<file path="src/hdl/hsc_pkg.sv">
// constants for the counter status and general parameter word map
// assumes one 10 MHz clock and a plain word-addressed register port
package hsc_pkg;
   localparam int ADDR_W = 9;
   localparam logic [8:0] PARAM_WORDS   = 9'h190; // 400 words
   localparam logic [8:0] GENERAL_WORDS = 9'h01E; // 30 words
   localparam logic [8:0] COUNTER_WORDS = 9'h02D; // 45 words
   // general parameter word offsets
   localparam logic [8:0] OFS_MODE     = 9'h000;
   localparam logic [8:0] OFS_OTASK    = 9'h001;
   localparam logic [8:0] OFS_OMASK_LO = 9'h002;
   localparam logic [8:0] OFS_OMASK_HI = 9'h003;
   localparam logic [8:0] OFS_ITASK    = 9'h004;
   localparam logic [8:0] OFS_IMASK    = 9'h005;
   localparam logic [8:0] OFS_DRV      = 9'h006;
   localparam logic [8:0] OFS_CFILT    = 9'h007;
   localparam logic [8:0] OFS_IFILT    = 9'h008;
   localparam logic [8:0] OFS_DLY0     = 9'h009;
   localparam logic [8:0] OFS_DUR0     = 9'h00A;
   localparam logic [8:0] OFS_DLY1     = 9'h00B;
   localparam logic [8:0] OFS_DUR1     = 9'h00C;
   localparam logic [8:0] OFS_PAT_LO   = 9'h015;
   localparam logic [8:0] OFS_PAT_HI   = 9'h016;
   // counter 2 status words, placed above the parameter area
   localparam logic [8:0] OFS_ACT_LO   = 9'h1A0;
   localparam logic [8:0] OFS_ACT_HI   = 9'h1A1;
   localparam logic [8:0] OFS_CNT_LO   = 9'h1A2;
   localparam logic [8:0] OFS_CNT_HI   = 9'h1A3;
   localparam logic [8:0] OFS_STAT     = 9'h1A4;
   localparam logic [8:0] OFS_CTRL     = 9'h1A5;
   // status bit positions
   localparam int B_OVF = 0;
   localparam int B_UNF = 1;
   localparam int B_RUN = 2;
   localparam int B_DIR = 3;
   localparam int B_PRE = 4;
   localparam int B_RST = 5;
   localparam int B_CAP = 6;
   localparam int B_IDX = 7;
   localparam int B_RR0 = 10;
   localparam int B_RR1 = 11;
   localparam int B_SIM = 15;
   // field codes and limits
   localparam logic [7:0]  MODE_RANGE   = 8'h00;
   localparam logic [7:0]  MODE_COMPARE = 8'h01;
   localparam logic [7:0]  COMB_AND     = 8'h01;
   localparam logic [7:0]  COMB_OR      = 8'h00;
   localparam logic [15:0] OTASK_MAX    = 16'h0192;
   localparam logic [15:0] ITASK_MAX    = 16'h0252;
   localparam logic [15:0] BCD_MS_MAX   = 16'h9999;
   localparam logic [3:0]  FLT_CONTINUE = 4'h0;
   localparam logic [3:0]  FLT_FREEZE   = 4'h1;
   localparam logic [3:0]  FLT_PREDEF   = 4'h2;
   localparam logic [7:0]  CF_50K  = 8'h00;
   localparam logic [7:0]  CF_500K = 8'h01;
   localparam logic [7:0]  CF_10K  = 8'h02;
   localparam logic [7:0]  IF_50K  = 8'h00;
   localparam logic [7:0]  IF_10K  = 8'h01;
   // reset values
   localparam logic [15:0] RST_WORD = 16'h0000;
   localparam logic [31:0] RST_DWORD = 32'h0000_0000;
   // timing: one millisecond in clock cycles
   localparam int CLK_HZ = 10000000;
   localparam int MS_PER_S = 1000;
   localparam int MS_CYCLES = CLK_HZ / MS_PER_S;
   localparam logic [13:0] MS_TICK_LAST = 14'(MS_CYCLES - 1);
   typedef enum logic [1:0] {
      PS_IDLE  = 2'b00,
      PS_DELAY = 2'b01,
      PS_ON    = 2'b11
   } hsc_pulse_state_t;
   // bcd word to binary, for 0..9999
   function automatic logic [13:0] hsc_bcd2bin(input logic [15:0] b);
      logic [13:0] r;
      // 14-bit terms, or the thousands product wraps above 1023
      r = b[15:12] * 14'd1000 + b[11:8] * 14'd100 + b[7:4] * 14'd10;
      return 14'(r + b[3:0]);
   endfunction
endpackage

</file>
<file path="src/hdl/hsc_pulse_if.sv">
// carrier between the register bank and the pulse timers
// assumes both ends on i_sys_clk
`timescale 1ns/1ns
`default_nettype none
interface hsc_pulse_if;
   logic        trig;   // request from the pattern logic
   logic [15:0] delay;  // bcd ms
   logic [15:0] dur;    // bcd ms, zero = endless
   logic        ms_tick;
   logic        out;
   modport bank  (output trig, delay, dur, ms_tick, input out);
   modport timer (input trig, delay, dur, ms_tick, output out);
endinterface
`default_nettype wire

</file>
<file path="src/hdl/hsc_pulse.sv">
// one digital output with turn-on delay and pulse duration
// assumes a millisecond tick from the bank and bcd settings
`timescale 1ns/1ns
`default_nettype none
module hsc_pulse
   import hsc_pkg::*;
(
   input  wire logic  i_sys_clk,
   input  wire logic  i_rst_n,
   hsc_pulse_if.timer p
);
   hsc_pulse_state_t state_reg;
   logic [13:0]      ms_reg;
   logic [13:0]      dly_bin;
   logic [13:0]      dur_bin;
   logic             out_reg;
   assign dly_bin = hsc_bcd2bin(p.delay);
   assign dur_bin = hsc_bcd2bin(p.dur);
   assign p.out   = out_reg;
   // delay then on; a zero duration keeps it on until trigger drops
   always_ff @(posedge i_sys_clk) begin
      if (!i_rst_n) begin
         state_reg <= PS_IDLE;
         ms_reg    <= 14'h0000;
         out_reg   <= 1'b0;
      end else begin
         case (state_reg)
            PS_IDLE: begin
               ms_reg  <= 14'h0000;
               out_reg <= 1'b0;
               if (p.trig) begin
                  state_reg <= PS_DELAY;
               end
            end
            PS_DELAY: begin
               if (!p.trig) begin
                  state_reg <= PS_IDLE;
               end else if (ms_reg >= dly_bin) begin
                  state_reg <= PS_ON;
                  ms_reg    <= 14'h0000;
                  out_reg   <= 1'b1;
               end else if (p.ms_tick) begin
                  ms_reg <= ms_reg + 14'h0001;
               end
            end
            PS_ON: begin
               // duration zero never ends the pulse
               if (dur_bin != 14'h0000 && ms_reg >= dur_bin) begin
                  out_reg <= 1'b0;
               end else if (p.ms_tick) begin
                  ms_reg <= ms_reg + 14'h0001;
               end
               if (!p.trig) begin
                  state_reg <= PS_IDLE;
                  out_reg   <= 1'b0;
               end
            end
            default: begin
               state_reg <= PS_IDLE;
            end
         endcase
      end
   end
endmodule // hsc_pulse
`default_nettype wire

</file>
<file path="src/hdl/hsc_bank.sv">
// counter 2 status words and general parameter words
// assumes a counter core driving the status inputs, one cycle strobes
//
// The address-and-strobe port and the placing of the registers were decided locally.
`timescale 1ns/1ns
`default_nettype none
module hsc_bank
   import hsc_pkg::*;
(
   input  wire logic        i_sys_clk,
   input  wire logic        i_rst_n,
   input  wire logic [8:0]  i_addr,
   input  wire logic [15:0] i_wdata,
   input  wire logic        i_wr,
   input  wire logic        i_rd,
   output logic [15:0]      o_rdata,
   input  wire logic        i_io_refresh,   // controller cycle boundary
   input  wire logic        i_linear,
   input  wire logic        i_simple,
   input  wire logic        i_at_upper,
   input  wire logic        i_at_lower,
   input  wire logic        i_count_up,
   input  wire logic [31:0] i_count_value,
   input  wire logic        i_ev_preset,
   input  wire logic        i_ev_reset,
   input  wire logic        i_ev_capture,
   input  wire logic        i_ev_index,
   input  wire logic [1:0]  i_rate_range,
   input  wire logic [31:0] i_range_active,
   input  wire logic [31:0] i_pattern_c1,
   input  wire logic [31:0] i_pattern_c2,
   input  wire logic        i_fault,        // mode change or bus/ovf error
   output logic             o_gate_open,
   output logic             o_compare_mode,
   output logic [1:0]       o_driver_source,
   output logic [7:0]       o_cnt_filter,
   output logic [7:0]       o_in_filter,
   output logic [7:0]       o_otask_offset,
   output logic [7:0]       o_itask_offset,
   output logic [31:0]      o_oirq_mask,
   output logic [1:0]       o_iirq_mask,
   output logic [31:0]      o_outputs,
   output logic [1:0]       o_dout
);
   logic [15:0] mode_reg, otask_reg, itask_reg, imask_reg, drv_reg;
   logic [15:0] cfilt_reg, ifilt_reg;
   logic [31:0] omask_reg, pat_reg, out_reg;
   logic [15:0] dly_reg [2];
   logic [15:0] dur_reg [2];
   logic [15:0] stat_reg;
   logic [31:0] act_reg, cnt_reg;
   logic [3:0]  ev_pend_reg;
   logic        gate_reg;
   logic [13:0] tick_reg;
   logic        tick;
   logic [31:0] out_next;
   logic [3:0]  ev_in;
   hsc_pulse_if pif [2] ();

   assign ev_in = {i_ev_index, i_ev_capture, i_ev_reset, i_ev_preset};

   // word write decode, used for every writable word
   function automatic logic hit(input logic [8:0] a, input logic [8:0] o);
      return a == o;
   endfunction

   // general words; reserved and unused bits are simply not stored
   always_ff @(posedge i_sys_clk) begin
      if (!i_rst_n) begin
         mode_reg  <= RST_WORD; // range mode, or-combine
         otask_reg <= RST_WORD;
         itask_reg <= RST_WORD;
         omask_reg <= RST_DWORD;
         imask_reg <= RST_WORD;
         drv_reg   <= RST_WORD;
         cfilt_reg <= RST_WORD; // 50 kHz
         ifilt_reg <= RST_WORD; // 50 kHz
         pat_reg   <= RST_DWORD;
      end else if (i_wr) begin
         if (hit(i_addr, OFS_MODE)) mode_reg <= i_wdata;
         // out of range bcd offsets are refused
         if (hit(i_addr, OFS_OTASK) && i_wdata <= OTASK_MAX)
            otask_reg <= i_wdata;
         if (hit(i_addr, OFS_ITASK) && i_wdata <= ITASK_MAX)
            itask_reg <= i_wdata;
         if (hit(i_addr, OFS_OMASK_LO)) omask_reg[15:0] <= i_wdata;
         if (hit(i_addr, OFS_OMASK_HI)) omask_reg[31:16] <= i_wdata;
         if (hit(i_addr, OFS_IMASK)) imask_reg <= {14'h0000, i_wdata[1:0]};
         // only driver bits and fault field kept
         if (hit(i_addr, OFS_DRV))
            drv_reg <= {i_wdata[15:12], 10'h000, i_wdata[1:0]};
         if (hit(i_addr, OFS_CFILT)) cfilt_reg <= {8'h00, i_wdata[7:0]};
         if (hit(i_addr, OFS_IFILT)) ifilt_reg <= {8'h00, i_wdata[7:0]};
         if (hit(i_addr, OFS_PAT_LO)) pat_reg[15:0] <= i_wdata;
         if (hit(i_addr, OFS_PAT_HI)) pat_reg[31:16] <= i_wdata;
      end
   end

   // pulse timing words, one pair per digital output
   genvar g;
   generate
      for (g = 0; g < 2; g++) begin : g_out
         logic [8:0] dly_ofs, dur_ofs;
         assign dly_ofs = (g == 0) ? OFS_DLY0 : OFS_DLY1;
         assign dur_ofs = (g == 0) ? OFS_DUR0 : OFS_DUR1;
         always_ff @(posedge i_sys_clk) begin
            if (!i_rst_n) begin
               dly_reg[g] <= RST_WORD;
               dur_reg[g] <= RST_WORD;
            end else if (i_wr && i_wdata <= BCD_MS_MAX) begin
               if (hit(i_addr, dly_ofs)) dly_reg[g] <= i_wdata;
               if (hit(i_addr, dur_ofs)) dur_reg[g] <= i_wdata;
            end
         end
         assign pif[g].trig    = out_reg[g];
         assign pif[g].delay   = dly_reg[g];
         assign pif[g].dur     = dur_reg[g];
         assign pif[g].ms_tick = tick;
         hsc_pulse u_pulse (
            .i_sys_clk (i_sys_clk),
            .i_rst_n   (i_rst_n),
            .p         (pif[g])
         );
         assign o_dout[g] = pif[g].out;
      end
   endgenerate

   // millisecond tick for the pulse timers
   always_ff @(posedge i_sys_clk) begin
      if (!i_rst_n) tick_reg <= 14'h0000;
      else if (tick_reg == MS_TICK_LAST) tick_reg <= 14'h0000;
      else tick_reg <= tick_reg + 14'h0001;
   end
   assign tick = (tick_reg == MS_TICK_LAST);

   // gate stays closed after reset until control word bit 0 set
   always_ff @(posedge i_sys_clk) begin
      if (!i_rst_n) gate_reg <= 1'b0;
      else if (i_wr && hit(i_addr, OFS_CTRL)) gate_reg <= i_wdata[0];
   end

   // events caught between refreshes; one seen in the refresh cycle goes
   // straight into the snapshot, so keeping it would show it twice
   always_ff @(posedge i_sys_clk) begin
      if (!i_rst_n) ev_pend_reg <= 4'h0;
      else if (i_io_refresh) ev_pend_reg <= 4'h0;
      else ev_pend_reg <= ev_pend_reg | ev_in;
   end

   // status snapshot taken once per controller cycle
   always_ff @(posedge i_sys_clk) begin
      if (!i_rst_n) begin
         stat_reg <= RST_WORD;
         act_reg  <= RST_DWORD;
         cnt_reg  <= RST_DWORD;
      end else if (i_io_refresh) begin
         stat_reg <= RST_WORD; // unused bits stay zero
         stat_reg[B_OVF] <= i_linear && i_at_upper;
         stat_reg[B_UNF] <= i_linear && i_at_lower;
         stat_reg[B_RUN] <= gate_reg;
         stat_reg[B_DIR] <= i_count_up;
         // pending events shown for exactly one controller cycle
         stat_reg[B_IDX:B_PRE] <= ev_pend_reg | ev_in;
         // rate and range bits meaningless for simple counters
         stat_reg[B_RR0] <= !i_simple && i_rate_range[0];
         stat_reg[B_RR1] <= !i_simple && i_rate_range[1];
         stat_reg[B_SIM] <= i_simple;
         act_reg <= i_simple ? RST_DWORD : i_range_active;
         cnt_reg <= i_count_value;
      end
   end

   // output pattern: mode, combine, then fault handling
   always_comb begin
      if (mode_reg[7:0] == MODE_RANGE && mode_reg[15:8] == COMB_AND)
         out_next = i_pattern_c1 & i_pattern_c2;
      else
         out_next = i_pattern_c1 | i_pattern_c2;
   end
   always_ff @(posedge i_sys_clk) begin
      if (!i_rst_n) out_reg <= RST_DWORD;
      else if (!i_fault || drv_reg[15:12] == FLT_CONTINUE)
         out_reg <= out_next;
      else if (drv_reg[15:12] == FLT_PREDEF)
         out_reg <= pat_reg;
      // freeze: hold value
   end

   // read port, data valid the cycle after the strobe
   always_ff @(posedge i_sys_clk) begin
      if (!i_rst_n) o_rdata <= RST_WORD;
      else if (i_rd) begin
         case (i_addr)
            OFS_MODE:     o_rdata <= mode_reg;
            OFS_OTASK:    o_rdata <= otask_reg;
            OFS_OMASK_LO: o_rdata <= omask_reg[15:0];
            OFS_OMASK_HI: o_rdata <= omask_reg[31:16];
            OFS_ITASK:    o_rdata <= itask_reg;
            OFS_IMASK:    o_rdata <= imask_reg;
            OFS_DRV:      o_rdata <= drv_reg;
            OFS_CFILT:    o_rdata <= cfilt_reg;
            OFS_IFILT:    o_rdata <= ifilt_reg;
            OFS_DLY0:     o_rdata <= dly_reg[0];
            OFS_DUR0:     o_rdata <= dur_reg[0];
            OFS_DLY1:     o_rdata <= dly_reg[1];
            OFS_DUR1:     o_rdata <= dur_reg[1];
            OFS_PAT_LO:   o_rdata <= pat_reg[15:0];
            OFS_PAT_HI:   o_rdata <= pat_reg[31:16];
            OFS_ACT_LO:   o_rdata <= act_reg[15:0];
            OFS_ACT_HI:   o_rdata <= act_reg[31:16];
            OFS_CNT_LO:   o_rdata <= cnt_reg[15:0];
            OFS_CNT_HI:   o_rdata <= cnt_reg[31:16];
            OFS_STAT:     o_rdata <= stat_reg;
            OFS_CTRL:     o_rdata <= {15'h0000, gate_reg};
            default:      o_rdata <= RST_WORD; // zero
         endcase
      end else o_rdata <= RST_WORD;
   end

   // decoded settings to the counter core
   assign o_gate_open     = gate_reg;
   assign o_compare_mode  = mode_reg[7:0] == MODE_COMPARE;
   assign o_driver_source = drv_reg[1:0];
   assign o_cnt_filter    = cfilt_reg[7:0];
   assign o_in_filter     = ifilt_reg[7:0];
   // offsets kept in bcd, handed on in binary so 192 and 252 fit 8 bits
   assign o_otask_offset  = 8'(hsc_bcd2bin(otask_reg));
   assign o_itask_offset  = 8'(hsc_bcd2bin(itask_reg));
   assign o_oirq_mask     = omask_reg;
   assign o_iirq_mask     = imask_reg[1:0];
   assign o_outputs       = out_reg;
endmodule // hsc_bank
`default_nettype wire

</file>
<file path="config.mk">
export PLATFORM = sky130hd
export DESIGN_NAME = hsc_bank
export DESIGN_NICKNAME = d
export VERILOG_FILES = /design/src/hdl/hsc_pkg.sv /design/src/hdl/hsc_pulse_if.sv /design/src/hdl/hsc_pulse.sv /design/src/hdl/hsc_bank.sv
export SDC_FILE = /design/constraint.sdc
export NUM_CORES = 1
export LEC_CHECK = 0
export BUFFER_PORTS_ARGS = -buffer_cell sky130_fd_sc_hd__buf_4
export CORE_ASPECT_RATIO = 1.75
export CORE_UTILIZATION = 60
export CTS_CLUSTER_DIAMETER = 40
export DETAILED_ROUTE_END_ITERATION = 12
export GPL_TIMING_DRIVEN = 0
export PLACE_DENSITY = 0.91
export SKIP_LAST_GASP = 1
export SYNTH_ARGS = -nofsm -noshare
export SYNTH_HDL_FRONTEND = slang
export SYNTH_HIERARCHICAL = 1
export SYNTH_SLANG_ARGS = --single-unit
</file>
<file path="constraint.sdc">
create_clock -name i_sys_clk -period 15.5 [get_ports i_sys_clk]
set_input_delay 3.1 -clock i_sys_clk [delete_from_list [all_inputs] [get_ports i_sys_clk]]
set_output_delay 3.1 -clock i_sys_clk [all_outputs]
set_load 0.01 [all_outputs]
</file>
# Yosys cells after proc, flatten, opt, wreduce, memory -nomap -nowiden
# Memories as Yosys holds them, arrays and structs flattened.
# Cells that the tools add are included.
# word_totals
inputBits	170
elab_cells	223
memories	2
ram_bits	64
output_inout_bits	120
register_bits	312
# memory_table
memory	words	width	read_ports	rd_ports_with_merged_regs	write_ports	line	rtl
dly_reg	2	16	2	0	2	hsc_bank.sv:48	logic [15:0] dly_reg [2];
dur_reg	2	16	2	0	2	hsc_bank.sv:49	logic [15:0] dur_reg [2];
# classes
mul	18
order_cmp	7
reduce_logical	44
n_mux	56
addsub	21
n_bitwise	8
n_eq_ne	42
# ops
op	count
16-bit case mux with 21 select lines	1
32-bit two-way mux	4
14-bit two-way mux	8
14-bit case mux with 3 select lines	2
16-bit two-way mux	4
14-bit by 11-bit adder with 14-bit output	4
14-bit by 4-bit adder with 14-bit output	4
14-bit by 8-bit adder with 14-bit output	4
14-bit >= comparator	4
9-bit equality test (second input constant)	6
9-bit by 4-bit equality test with 1-bit output (second input constant)	5
4-bit by 7-bit multiplier with 11-bit output (second input constant)	4
14-bit by 1-bit adder with 14-bit output (second input constant)	3
4-bit by 3-bit multiplier with 7-bit output (second input constant)	6
9-bit by 3-bit equality test with 1-bit output (second input constant)	4
4-bit by 5-bit multiplier with 9-bit output (second input constant)	4
8-bit adder	4
32-bit bitwise AND	1
32-bit bitwise OR	1
14-bit nonzero test	2
1-bit two-way mux	25
2-bit AND reduction	12
9-bit by 2-bit equality test with 1-bit output (second input constant)	2
9-bit by 5-bit equality test with 1-bit output (second input constant)	2
other kinds (33)	80

# Logic depth before layout (Yosys ltp)
# An unclocked memory read counts as a cell.
# logic_depth
ltp_word	10
depth_mapped	27
depth_no_buf	26

# By module
# Netlist, hierarchy kept.
# by_module_without_submodules
mod	area_each_um2	seq_area_each_um2	instances	cells_each
hsc_bank	16515.8	7487.2	1	1786
hsc_pulse at g_out[0].u_pulse	4883.4	340.3	1	560
hsc_pulse at g_out[1].u_pulse	4727.0	340.3	1	539

# Least setup slack after synthesis
# OpenSTA, ideal clock, no wires.
# synth_timing
kind	reg2reg
start	mem dur_reg[0][14]
end	reg g_out[0].u_pulse.ms_reg[1]
path_stages_with_launch	25
path_slack_ns	9.318
arrival_time_ns	6.065
required_ns	15.383
path_buffers	1
setup_ns	0.117
synth_period_minus_slack_ns	6.182
cell_sequence	edfxtp_1 fa_1 fa_1 ha_1 nor2b_1 o21ai_0 nand2b_1 xnor2_1 ha_1 ha_1 ha_1 a21o_1 a21o_1 a21oi_1 o41ai_4 xnor2_2 inv_1 ha_1 nand4_1 a211oi_1 a2111oi_2 o2bb2ai_1 clkbuf_1 o22ai_1 o2bb2ai_1
# synth_lines
element	line	rtl
start, declared	hsc_bank.sv:49	
end signal, assigned	hsc_pulse.sv:43	ms_reg <= ms_reg + 14'h0001;
end signal, assigned	hsc_pulse.sv:51	ms_reg <= ms_reg + 14'h0001;
end, declared	hsc_pulse.sv:13	logic [13:0] ms_reg;

==> flow_summary_export.csv <==
group,metric,value,unit
outcome,status,"finished, final reports clean",
routing,drtIter0Drc,2631,
die,core,0.0428,mm²
place,hpwl,84300,µm
timing,max_slew_margin,0.0152,
cts,postCtsSetupBuffers,0,
routing,wire_per_inst,28.4,µm
finish,nFillCells,3073,
cts,clock_latency,550,ps
grt,grt_pass1_wl,157000,µm
synth,syn_nets,3438,
cts,cts_sinks,376,
cts,clk_pin_slew,70,ps
synth,yosys-top-cells-area,"dfxtp_1 24%, ha_1 14%, edfxtp_1 7.4%, fa_1 6.4%, a21oi_1 4.2%",
power,p_sw,1.24,mW
routing,routed_wirelength,108000,µm
synth,syn_inst,2885,
place,pre_cts_ws,8340,ps
cts,tritoncts,"done",
die,initial_core_util,0.611,
synth,synth-edff-count,64,
timing,hold_viol_final,0,
finish,finish.instance_area,0.0302,mm²
timing,setup_viol,0,
routing,viasPerCell,6.59,
cts,cts_resized,0,
routing,ant_nets,0,
timing,report.final.slew_viol_count,0,
power,intPower,2.13,mW
place,gp_congestion,1.03,
grt,met3_usage,0.102,
setup_path,cp_max_fo,10,
grt,first_global_vias,25800,
grt,top_usage_layer,"met2",
die,die_y,278,µm
cts,cts_max_level,2,
setup_path,cp-start-kind,"flop",
synth,synth_common_cells,"312 x dfxtp_1, 299 x ha_1, 289 x nand2_1",
setup_path,worst-path-buf-inv,2,
routing,firstDrtPassIters,11,
setup_path,cp_slowest_stage_delay,730,ps
grt,overflow,0,
timing,rsz0062_at_grt,"no",
place,io_buffers,279,
finish,area_growth,15.7,%
timing,worst_slack,8190,ps
timing,post-route-period-util,0.472,
hold_path,hold_class,"reg2reg",
power,p_leak,13.5,nW
power,ir_worst_vdd,0.000114,V
setup_path,critPathCaptureType,"flop",
synth,synth.most_common_cell,"dfxtp_1",
synth,ys.flop_type,"dfxtp_1",
cts,cts_buffers,38,
synth,yosys.area.top_type,"dfxtp_1",
setup_path,cpMaxStageDelayCell,"fa_1",
finish,drive_gt1_frac,0.147,
grt,antenna_found_initial,4,
routing,vias,25000,
die,top_level_ports,290,
cts,cts_buffer_depth,3,
power,p_sw_frac,0.368,
routing,route.detailed.drc,0,
grt,grt.met2_usage,0.819,
die,die_x,160,µm
setup_path,crit_top_cell,"ha_1",
setup_path,worstPathRequired,15930,ps
synth,synthDistinctLibCells,97,
power,clkPwrFrac,0.284,
timing,tightest_slew,1480,ps
cts,cts-root-buf,"clkbuf_16",
timing,skew,22.2,ps
synth,ys_warn_count,6,
finish,final_nets,3761,
finish,layout.cells.non_filler,3798,
run,cap_violations,0,
timing,post-route-min-period,7310,ps
cts,postCtsHoldBufs,0,
timing,timing.fmax,0.137,GHz
power,p_seq_frac,0.313,
die,die-area,0.0444,mm²
synth,synth.yosys.seq_area_share,0.313,
power,combPwrFrac,0.403,
synth,syn_area,0.0261,mm²
synth,async_flop_share,0,
power,powerDensity,111,mW/mm²
place,placed_cells,3729,
synth,yosysTopAreaCellShare,0.239,
setup_path,crit_type,"reg2reg",
timing,tns,0,ps
setup_path,cp_top_family,"adder cells",
synth,ys_ff_latch,376,
finish,multi_input_area,0.0163,mm²
place,placed_area,0.0290,mm²
synth,avgSynthCellArea,9.06,µm²
setup_path,cp.arrival,7750,ps
finish,regArea,0.00817,mm²
die,rows,100,
setup_path,crit_chain,"fa_1 -> fa_1 -> ha_1 -> nor2b_1 -> o21ai_0 -> nand2b_1 -> xnor2_1 -> ha_1 -> ha_1 -> ha_1 -> a21o_1 -> a21o_1 -> a21oi_1 -> o41ai_4 -> xnor2_2 -> inv_1 -> ha_1 -> nand4_1 -> a211oi_1 -> a2111oi_2 -> o2bb2ai_1 -> clkbuf_1 -> o22ai_1 -> o2bb2ai_1",
grt,grt_use_total,0.479,
grt,use_met1,0.470,
grt,grt_start_max_net_pins,16,
path summary, 6_finish.rpt:
check	start	endpoint	slack, ps	cells after the start
hold reg to reg	tick_reg[0]	tick_reg[0]	470	1
hold / removal	tick_reg[0]	tick_reg[0]	470	1
setup / recovery	dur_reg[0][13]	g_out[0].u_pulse/ms_reg[1]	8190	24
setup reg to reg	dur_reg[0][13]	g_out[0].u_pulse/ms_reg[1]	8190	24
area by class of cell:
| class | count | share of cell area |
|---|---|---|
| sequential | 376 | 0.270 |
| clock buffer | 53 | 0.0358 |
| antenna | 2 | 0.000166 |
| buffer | 154 | 0.0229 |
| inverter | 264 | 0.0328 |
| multi-input combinational | 2091 | 0.538 |
| tap | 561 | 0.0232 |
| timing repair buffer | 283 | 0.0705 |
| clock inverter | 14 | 0.00625 |
cells in the final DEF (no fill, tap or decap), types with 49 or more instances in the layout:
cell type	n
fa_1	84
inv_1	262
nand2_1	289
mux2i_1	78
nor2_1	202
edfxtp_1	64
nand3_1	78
ha_1	299
o21ai_0	67
dfxtp_1	312
clkbuf_1	105
a21oi_1	219
buf_4	290
xnor2_1	80
a22o_1	49
through the flow:
step           total power, mW  utilization  hold WS [ps]
2_1_floorplan             2.05            -           413
4_1_cts                   3.33        0.706           464
3_3_place_gp              2.31        0.676           431
5_1_grt                   3.54        0.706           473
3_5_place_dp              2.39        0.677           442
6_report                  3.36        0.707           466
layer usage:
metal | up-vias | part of all wire
met2 | 1652 | 0.47
met3 | 648 | 0.089
met4 | 4 | 0.12
met1 | 11900 | 0.32
met5 | - | 0.00016
li1 | 10900 | -
kinds of logic after synthesis:
| logic type | count (synthesis) | synth area share |
|---|---|---|
| AND/OR/NAND/NOR | 778 | 0.142 |
| AO/OA/AOI/OAI | 681 | 0.177 |
| buffers and inverters | 418 | 0.0645 |
| adder cells (fa/ha/maj) | 415 | 0.220 |
| flip-flops | 376 | 0.313 |
| XOR/XNOR | 112 | 0.0381 |
| multiplexers | 105 | 0.0458 |
power groups by stage:
stage                     Combinational, mW  Sequential, mW  Clock (mW)
after floorplan                       0.990            1.06           0
after global placement                 1.24            1.07           0
after detailed placement               1.32            1.07           0
after CTS                              1.33            1.05       0.947
after global routing                   1.50            1.05       0.984
final                                  1.36            1.05       0.956
(Power assumes the default switching activity.)
